===== src/core/pwr_de_map.vh =====
// Register offsets, field positions, reset values and timing-code bytes
// Assumes an 8-bit register space reached over the two-wire control port
`ifndef PWR_EN_MAP_VH
`define PWR_EN_MAP_VH

`define A_PDN     8'h26
`define A_OPT     8'h27
`define A_VDLY    8'h28
`define A_HDL     8'h29
`define A_LWH     8'h2a
`define A_LWL     8'h2b
`define A_SHH     8'h2c
`define A_SHL     8'h2d

`define B_PD      0
`define F_FN      2:1
`define B_POL     3
`define B_AUTO    7
`define B_A0      6
`define B_MCLK    5
`define B_EMB     4
`define B_FRC     3
`define F_IOF     2:0
`define F_VD      7:2
`define F_HDH     1:0

`define R_PDN     4'h8
`define R_OPT     8'h80
`define R_VD      6'h00
`define R_HDH     2'h1
`define R_HDL     8'h04
`define R_LWH     4'h5
`define R_LWL     8'h00
`define R_SHH     4'h2
`define R_SHL     8'hd0

`define SYNC_HI   8'hff
`define SYNC_LO   8'h00
`define CODE_OFF  3'h4

`endif


===== src/core/serial_ctl_slave.v =====
// Two-wire serial control port slave: sub-address, auto-increment, reads
// Assumes scl/sda come from pins asynchronous to mclk_i, far slower than it
`timescale 1ns/10ps
module serial_ctl_slave #(
  parameter [6:0] DEV_ADDR = 7'h4c
) (
  input  wire       mclk_i,
  input  wire       rst_i,
  input  wire       scl_i,
  input  wire       sda_i,
  output reg        sda_oe_o,
  output reg        wr_o,
  output reg  [7:0] addr_o,
  output reg  [7:0] wdata_o,
  input  wire [7:0] rdata_i
);
  localparam S_IDLE = 4'h0;
  localparam S_ADDR = 4'h1;
  localparam S_ACKA = 4'h2;
  localparam S_SUB  = 4'h3;
  localparam S_ACKS = 4'h4;
  localparam S_WDAT = 4'h5;
  localparam S_ACKW = 4'h6;
  localparam S_RDAT = 4'h7;
  localparam S_RACK = 4'h8;

  reg [1:0] scl_s_r;
  reg [1:0] sda_s_r;
  reg       scl_d_r;
  reg       sda_d_r;
  reg [3:0] st_r;
  reg [3:0] cnt_r;
  reg [7:0] sh_r;
  reg [7:0] tx_r;
  reg       rnw_r;
  reg       mack_r;

  wire scl_rise = scl_s_r[1] & ~scl_d_r;
  wire scl_fall = ~scl_s_r[1] & scl_d_r;
  wire start    = scl_s_r[1] & scl_d_r & sda_d_r & ~sda_s_r[1];
  wire stop     = scl_s_r[1] & scl_d_r & ~sda_d_r & sda_s_r[1];

  always @(posedge mclk_i or posedge rst_i)
  begin
    if (rst_i)
    begin
      scl_s_r  <= 2'h3;
      sda_s_r  <= 2'h3;
      scl_d_r  <= 1'b1;
      sda_d_r  <= 1'b1;
      st_r     <= S_IDLE;
      cnt_r    <= 4'h0;
      sh_r     <= 8'h00;
      tx_r     <= 8'h00;
      rnw_r    <= 1'b0;
      mack_r   <= 1'b0;
      sda_oe_o <= 1'b0;
      wr_o     <= 1'b0;
      addr_o   <= 8'h00;
      wdata_o  <= 8'h00;
    end
    else
    begin
      scl_s_r <= {scl_s_r[0], scl_i};
      sda_s_r <= {sda_s_r[0], sda_i};
      scl_d_r <= scl_s_r[1];
      sda_d_r <= sda_s_r[1];
      wr_o    <= 1'b0;
      if (start)
      begin
        st_r     <= S_ADDR;
        cnt_r    <= 4'h0;
        sda_oe_o <= 1'b0;
      end
      else if (stop)
      begin
        st_r     <= S_IDLE;
        sda_oe_o <= 1'b0;
      end
      else if (scl_rise)
      begin
        case (st_r)
          S_ADDR, S_SUB, S_WDAT:
          begin
            sh_r  <= {sh_r[6:0], sda_s_r[1]};
            cnt_r <= cnt_r + 4'h1;
          end
          S_RACK:  mack_r <= ~sda_s_r[1];
          default: mack_r <= mack_r;
        endcase
      end
      else if (scl_fall)
      begin
        case (st_r)
          S_ADDR:
            if (cnt_r == 4'h8)
            begin
              if (sh_r[7:1] == DEV_ADDR)
              begin
                sda_oe_o <= 1'b1;
                rnw_r    <= sh_r[0];
                st_r     <= S_ACKA;
              end
              else
                st_r <= S_IDLE;
            end
          S_SUB:
            if (cnt_r == 4'h8)
            begin
              sda_oe_o <= 1'b1;
              addr_o   <= sh_r;
              st_r     <= S_ACKS;
            end
          S_WDAT:
            if (cnt_r == 4'h8)
            begin
              sda_oe_o <= 1'b1;
              wdata_o  <= sh_r;
              wr_o     <= 1'b1;
              st_r     <= S_ACKW;
            end
          S_ACKA:
            if (rnw_r)
            begin
              tx_r     <= rdata_i;
              sda_oe_o <= ~rdata_i[7];
              cnt_r    <= 4'h1;
              st_r     <= S_RDAT;
            end
            else
            begin
              sda_oe_o <= 1'b0;
              cnt_r    <= 4'h0;
              st_r     <= S_SUB;
            end
          S_ACKS, S_ACKW:
          begin
            sda_oe_o <= 1'b0;
            cnt_r    <= 4'h0;
            st_r     <= S_WDAT;
            if (st_r == S_ACKW)
              addr_o <= addr_o + 8'h01;
          end
          S_RDAT:
            if (cnt_r == 4'h8)
            begin
              sda_oe_o <= 1'b0;
              addr_o   <= addr_o + 8'h01;
              st_r     <= S_RACK;
            end
            else
            begin
              sda_oe_o <= ~tx_r[6];
              tx_r     <= {tx_r[6:0], 1'b0};
              cnt_r    <= cnt_r + 4'h1;
            end
          S_RACK:
            if (mack_r)
            begin
              tx_r     <= rdata_i;
              sda_oe_o <= ~rdata_i[7];
              cnt_r    <= 4'h1;
              st_r     <= S_RDAT;
            end
            else
              st_r <= S_IDLE;
          default: st_r <= S_IDLE;
        endcase
      end
    end
  end
endmodule


===== src/core/power_and_de_timing_controls.v =====
// Power-down, option and data-enable generator registers with their logic
// Assumes video pins and power pin are asynchronous; syncs are active high
`timescale 1ns/10ps
`include "pwr_de_map.vh"

module power_and_de_timing_controls #(
  parameter [6:0] DEV_ADDR = 7'h4c
) (
  input  wire       mclk_i,
  input  wire       rst_i,
  input  wire       scl_i,
  input  wire       sda_i,
  output reg        sda_o,
  output wire       sda_oe_o,
  input  wire       power_down_pin_i,
  input  wire       link_idle_i,
  input  wire       hsync_i,
  input  wire       vsync_i,
  input  wire       ext_active_video_i,
  input  wire [7:0] pix_data_i,
  output reg        power_down_o,
  output reg        sync_on_green_tristate_o,
  output reg        out_tristate_o,
  output reg        low_power_o,
  output reg        protect_port_addr_bit_o,
  output reg        ext_audio_clk_sel_o,
  output reg        active_video_flag_o,
  output reg  [7:0] pix_data_o
);
  reg  [3:0]  pdn_r;
  reg  [7:0]  opt_r;
  reg  [7:0]  vdly_r;
  reg  [7:0]  hdl_r;
  reg  [3:0]  lwh_r;
  reg  [7:0]  lwl_r;
  reg  [3:0]  shh_r;
  reg  [7:0]  shl_r;
  reg  [7:0]  rdata;
  reg  [4:0]  s1_r;
  reg  [4:0]  s2_r;
  reg  [7:0]  d1_r;
  reg  [7:0]  d2_r;
  reg         hs_q_r;
  reg         vs_q_r;
  reg  [11:0] hcnt_r;
  reg  [11:0] vline_r;
  reg         field_r;
  reg  [3:0]  en_p_r;
  reg  [31:0] dat_p_r;
  reg  [2:0]  cidx_r;
  reg         eav_r;
  wire        wr;
  wire [7:0]  waddr;
  wire [7:0]  wdata;

  serial_ctl_slave #(
    .DEV_ADDR (DEV_ADDR)
  ) u_port (
    .mclk_i   (mclk_i),
    .rst_i    (rst_i),
    .scl_i    (scl_i),
    .sda_i    (sda_i),
    .sda_oe_o (sda_oe_o),
    .wr_o     (wr),
    .addr_o   (waddr),
    .wdata_o  (wdata),
    .rdata_i  (rdata)
  );

  function [7:0] code_xy;
    input f;
    input v;
    input h;
    begin
      code_xy = {1'b1, f, v, h, v ^ h, f ^ h, f ^ v, f ^ v ^ h};
    end
  endfunction

  always @(posedge mclk_i or posedge rst_i)
  begin
    if (rst_i)
    begin
      pdn_r  <= `R_PDN;
      opt_r  <= `R_OPT;
      vdly_r <= {`R_VD, `R_HDH};
      hdl_r  <= `R_HDL;
      lwh_r  <= `R_LWH;
      lwl_r  <= `R_LWL;
      shh_r  <= `R_SHH;
      shl_r  <= `R_SHL;
    end
    else if (wr)
    begin
      case (waddr)
        `A_PDN:  pdn_r  <= wdata[3:0];
        `A_OPT:  opt_r  <= wdata;
        `A_VDLY: vdly_r <= wdata;
        `A_HDL:  hdl_r  <= wdata;
        `A_LWH:  lwh_r  <= wdata[3:0];
        `A_LWL:  lwl_r  <= wdata;
        `A_SHH:  shh_r  <= wdata[3:0];
        `A_SHL:  shl_r  <= wdata;
        default: pdn_r  <= pdn_r;
      endcase
    end
  end

  always @*
  begin
    case (waddr)
      `A_PDN:  rdata = {4'h0, pdn_r};
      `A_OPT:  rdata = opt_r;
      `A_VDLY: rdata = vdly_r;
      `A_HDL:  rdata = hdl_r;
      `A_LWH:  rdata = {4'h0, lwh_r};
      `A_LWL:  rdata = lwl_r;
      `A_SHH:  rdata = {4'h0, shh_r};
      `A_SHL:  rdata = shl_r;
      default: rdata = 8'h00;
    endcase
  end

  wire        pin_s   = s2_r[0];
  wire        idle_s  = s2_r[1];
  wire        hs_s    = s2_r[2];
  wire        vs_s    = s2_r[3];
  wire        xde_s   = s2_r[4];
  wire        hs_rise = hs_s & ~hs_q_r;
  wire        vs_rise = vs_s & ~vs_q_r;
  wire        pin_act = pdn_r[`B_POL] ? pin_s : ~pin_s;
  wire        pd_req  = pdn_r[`B_PD] | pin_act;
  wire [1:0]  fn      = pdn_r[`F_FN];

  wire [12:0] vstart  = {7'h00, vdly_r[`F_VD]}
                      + (field_r ? {10'h000, opt_r[`F_IOF]} : 13'h0000);
  wire [12:0] vend    = vstart + {1'b0, shh_r, shl_r};
  wire [12:0] hstart  = {3'h0, vdly_r[`F_HDH], hdl_r};
  wire [12:0] hend    = hstart + {1'b0, lwh_r, lwl_r};
  wire        vact    = ({1'b0, vline_r} >= vstart) & ({1'b0, vline_r} < vend);
  wire        gen_en  = vact & ({1'b0, hcnt_r} >= hstart) & ({1'b0, hcnt_r} < hend);
  wire        en_sel  = opt_r[`B_FRC] ? gen_en : xde_s;

  wire        sav_go  = en_sel & ~en_p_r[0];
  wire        eav_go  = active_video_flag_o & ~en_p_r[3];
  wire        c_start = sav_go | eav_go;
  wire [2:0]  c_idx   = c_start ? 3'h0 : cidx_r;
  wire        c_h     = c_start ? ~sav_go : eav_r;
  wire        c_on    = opt_r[`B_EMB] & (c_idx != `CODE_OFF);
  wire [7:0]  c_xy    = code_xy(field_r, ~vact, c_h);

  always @(posedge mclk_i or posedge rst_i)
  begin
    if (rst_i)
    begin
      s1_r    <= 5'h00;
      s2_r    <= 5'h00;
      d1_r    <= 8'h00;
      d2_r    <= 8'h00;
      hs_q_r  <= 1'b0;
      vs_q_r  <= 1'b0;
      hcnt_r  <= 12'h000;
      vline_r <= 12'h000;
      field_r <= 1'b0;
      en_p_r  <= 4'h0;
      dat_p_r <= 32'h0000_0000;
      cidx_r  <= `CODE_OFF;
      eav_r   <= 1'b0;
      sda_o   <= 1'b0;
      power_down_o            <= 1'b0;
      sync_on_green_tristate_o <= 1'b0;
      out_tristate_o          <= 1'b0;
      low_power_o             <= 1'b0;
      protect_port_addr_bit_o <= 1'b0;
      ext_audio_clk_sel_o     <= 1'b0;
      active_video_flag_o     <= 1'b0;
      pix_data_o              <= 8'h00;
    end
    else
    begin
      s1_r   <= {ext_active_video_i, vsync_i, hsync_i, link_idle_i, power_down_pin_i};
      s2_r   <= s1_r;
      d1_r   <= pix_data_i;
      d2_r   <= d1_r;
      hs_q_r <= hs_s;
      vs_q_r <= vs_s;
      sda_o  <= 1'b0;
      power_down_o   <= pd_req & ~fn[1];
      sync_on_green_tristate_o <= pd_req & fn[0];
      out_tristate_o <= pd_req & fn[1];
      low_power_o <= opt_r[`B_AUTO] & idle_s;
      protect_port_addr_bit_o <= opt_r[`B_A0];
      ext_audio_clk_sel_o <= opt_r[`B_MCLK];
      if (hs_rise)
        hcnt_r <= 12'h000;
      else if (hcnt_r != 12'hfff)
        hcnt_r <= hcnt_r + 12'h001;
      if (vs_rise)
      begin
        vline_r <= 12'h000;
        field_r <= ~field_r;
      end
      else if (hs_rise && vline_r != 12'hfff)
        vline_r <= vline_r + 12'h001;
      en_p_r  <= {en_p_r[2:0], en_sel};
      dat_p_r <= {dat_p_r[23:0], d2_r};
      active_video_flag_o <= en_p_r[3];
      eav_r  <= c_h;
      cidx_r <= (c_idx == `CODE_OFF) ? `CODE_OFF : c_idx + 3'h1;
      if (c_on)
      begin
        case (c_idx)
          3'h0:    pix_data_o <= `SYNC_HI;
          3'h3:    pix_data_o <= c_xy;
          default: pix_data_o <= `SYNC_LO;
        endcase
      end
      else
        pix_data_o <= dat_p_r[31:24];
    end
  end
endmodule


===== config.mk =====
export PLATFORM = sky130hd
export DESIGN_NAME = power_and_de_timing_controls
export DESIGN_NICKNAME = d
export VERILOG_FILES = /design/src/core/serial_ctl_slave.v /design/src/core/power_and_de_timing_controls.v
export VERILOG_INCLUDE_DIRS = /design/src /design/src/core
export SDC_FILE = /design/constraint.sdc
export NUM_CORES = 1
export LEC_CHECK = 0
export BUFFER_PORTS_ARGS = -buffer_cell sky130_fd_sc_hd__buf_2
export CORE_MARGIN = 1
export CORE_UTILIZATION = 25
export DETAILED_ROUTE_END_ITERATION = 8
export PLACE_DENSITY = 0.45
export SYNTH_ARGS = -nofsm -noshare
export SYNTH_HDL_FRONTEND = slang
export SYNTH_HIERARCHICAL = 1
export SYNTH_SLANG_ARGS = --single-unit

===== constraint.sdc =====
create_clock -name mclk_i -period 9.65 [get_ports mclk_i]
set_clock_uncertainty 0.1 [all_clocks]
set_input_delay 0.4825 -clock mclk_i [delete_from_list [all_inputs] [get_ports mclk_i]]
set_output_delay 0.4825 -clock mclk_i [all_outputs]
set_load 0.05 [all_outputs]

==> flow_summary.json <==
{
  "dieArea_sq_um": 43380,
  "post-route-period-util_pct": 64.05,
  "wl_per_cell_um": 15.84,
  "ys_warn_count": 6,
  "seq_area_frac_synth_pct": 49.36,
  "io_pins": 34,
  "drv_slew": 0,
  "layout.nets": 1085,
  "crit_chain": "and2_1 -> ha_1 -> fa_1 -> xor2_1 -> ha_1 -> a21o_1 -> a21o_1 -> a21o_1 -> a21o_1 -> a21oi_1 -> and3b_1 -> xnor2_1 -> ha_1 -> nand3_1 -> a211oi_1 -> nand2_1 -> a32oi_1 -> and3b_4 -> a211oi_4 -> and2_1 -> inv_1 -> ha_1 -> nand2b_1 -> o32a_1",
  "overflow": 0,
  "clk_pin_slew_worst_paths_ps": 60,
  "synth_top_cell_area_share_pct": 45.17,
  "post_cts_resized": 0,
  "clockBufferDepth": 3,
  "ys_async_sr_fraction_pct": 100.0,
  "cp_max_fo": 7,
  "finalCriticalPeriod_ps": 6181,
  "hpwl_mm": 17.78,
  "worst_ep_arrival_time_ps": 6490,
  "initial_utilization_pct": 25.36,
  "clkSinkCount": 209,
  "busiest_layer": "met2",
  "grtUsageTotal_pct": 11.60,
  "netlist_area_sq_um": 10640,
  "drv_cap": 0,
  "regArea_sq_um": 5251,
  "dp_cells": 1490,
  "route.detailed.drc": 0,
  "reg.largest.list": "dat_p_r (32), hcnt_r (12), vline_r (12)",
  "status": "completed",
  "grt_pass1_wl_mm": 40.49,
  "synth-seq-cells": 209,
  "grt_use_met2_pct": 17.29,
  "grt_max_degree": 92,
  "htreeDepth": 1,
  "place_congestion": 0.7732,
  "vias": 7144,
  "core_area_sq_um": 41950,
  "cp_slowest_stage_delay_ps": 480,
  "setup_violations": 0,
  "final_layout_size_suffix_gt1_share_pct": 19.57,
  "worstSetupPathType": "reg -> reg",
  "fin_tns_setup_ps": 0,
  "synth_cells": 937,
  "postCtsSetupRepairBufs": 0,
  "nFillCells": 4224,
  "start_kind": "flip-flop",
  "synth_most_common_cell": "dfrtp_1",
  "cellPowerDensity_nw_per_um2": 168.7,
  "leakage_uw": 0.005601,
  "drtPass1Iterations": 5,
  "wirelength_mm": 24.56,
  "worst_path_max_delay_cell": "dfrtp_1",
  "clk_latency_ps": 530,
  "synth_fp_nets": 1029,
  "stdcell_count": 1551,
  "antenna_found_initial": 0,
  "ant_nets": 0,
  "yosys.area.top_type": "dfrtp_1",
  "synth_common_cells": "dfrtp_1 (192), nand2_1 (76), ha_1 (72)",
  "tritoncts": "done",
  "ys_types": 90,
  "multi_input_area_sq_um": 5081,
  "portBuffers": 32,
  "fmax_ghz": 0.1618,
  "synth_flop_cell": "dfrtp_1",
  "numCtsBuffers": 25,
  "largest_register": "dat_p_r",
  "area_growth_pct": 16.28,
  "use_met1_pct": 17.22,
  "rsz0062_at_grt": "false",
  "cpLargestDelayFamily": "compound AO/OA/AOI/OAI gates",
  "die_x_um": 208.3,
  "cts_root_buf": "clkbuf_16",
  "synth_area_per_cell_sq_um": 11.35,
  "hold_class": "in -> async",
  "drtIter0Drc": 311,
  "routed_via_density": 4.606,
  "synthTopCellsByArea": "dfrtp_1 (45%), ha_1 (8.5%), mux2_2 (7.4%)",
  "synth-edff-count": 0,
  "grt_pass1_vias": 7139,
  "crit_path_end_kind": "flip-flop",
  "die_y_um": 208.3,
  "diodes": 0,
  "grt_use_met3_pct": 1.751,
  "largest_register_ffs": 32,
  "hold_viol_final": 0,
  "worst_slew_pin_slew_ps": 972.1,
  "cp.buffers_inverters": 1,
  "cp.required_ps": 9960,
  "cts_hold_buffers": 15,
  "rows": 75,
  "slew_headroom_pct": 35.06,
  "peakVddDrop_uv": 117.1
}
==> final cells by class <==
type	instances	share of cell area, %
flip-flops and latches	209	42.45
clock inverters	12	1.224
inverters	49	1.527
repair buffers	50	2.691
well taps	539	5.452
clock buffers	34	5.574
multi-input cells	658	41.08
==> report_power, final <==
group	total (uW)	switching (uW)	internal, uW
Sequential	954	37.6	917
Combinational	180	106	73.4
Clock	953	370	583
Total	2090	514	1570
==> final timing paths <==
kind,startpoint,slack (ps),to,cells past startpoint
setup / recovery,field_r$_DFFE_PP0P_,3470,pix_data_o[3]$_DFF_PP0_,24
hold / removal,rst_i,20,s2_r[1]$_DFF_PP0_,2
setup reg to reg,field_r$_DFFE_PP0P_,3470,pix_data_o[3]$_DFF_PP0_,24
hold reg to reg,d2_r[6]$_DFF_PP0_,240,dat_p_r[6]$_DFF_PP0_,0
max in group asynchronous,rst_i,8030,hcnt_r[2]$_DFFE_PP0P_,3
min in group mclk_i,d2_r[6]$_DFF_PP0_,240,dat_p_r[6]$_DFF_PP0_,0
==> cells by family (layout without fill, tap and decap cells) <==
family / count (synthesis) / count (layout) / share of synthesized area [%]
buffers and inverters: 70 / 145 / 2.870
DFF: 209 / 209 / 49.36
xor gates and xnor gates: 41 / 41 / 3.376
and+or+nand+nor: 273 / 273 / 13.90
other: 1 / 1 / 0.03525
adders and majority gates: 75 / 75 / 9.033
muxes: 82 / 82 / 9.057
AOI/OAI and AO/OA: 186 / 186 / 12.36
==> per-layer routing <==
metal	vias to the layer above	part of all wire, %
li1	3488	-
met1	3530	51
met2	96	44
met3	30	3.2
met4	0	2.0
met5	-	0
==> metrics by stage <==
step                area [sq um]  util [%]  power [uW]  setup WS, ps  hold WS, ps
floorplan                  10640         -        1092          3996        231.2
global placement           11380     27.13        1146          3666        231.2
detailed placement         11380     27.13        1149          3475        234.7
CTS                        12370     29.49        2129          3457        67.10
global route               12370     29.49        2191          3117        85.81
finish                     12370     29.49        2087          3469        20.37
==> cell usage in the layout (no fill, tap or decap), types with 4 or more instances in the layout <==
cell type and count:
mux4_2 4, and2_1 9, clkbuf_1 6, nand2_1 76, nor4b_1 4, nand2b_1 13
dfrtp_1 192, a222oi_1 4, clkbuf_16 25, o21ai_0 36, nand4_1 8, a31oi_1 11
a21o_1 16, and3_1 16, nand3b_1 5, a21oi_1 43, dfstp_2 17, nand3_1 24
a22o_1 4, xnor2_1 19, and4_1 4, a22oi_1 12, inv_1 47, nor3_1 12
buf_2 32, xor2_1 22, nor2_1 58, mux2i_1 7, a211oi_1 9, mux2_2 70
o211ai_1 4, dlygate4sd3_1 15, o21bai_1 4, clkinv_2 4, nor2b_1 9, or3_1 5
ha_1 72
Note: power is estimated with default switching activity, not from simulation.
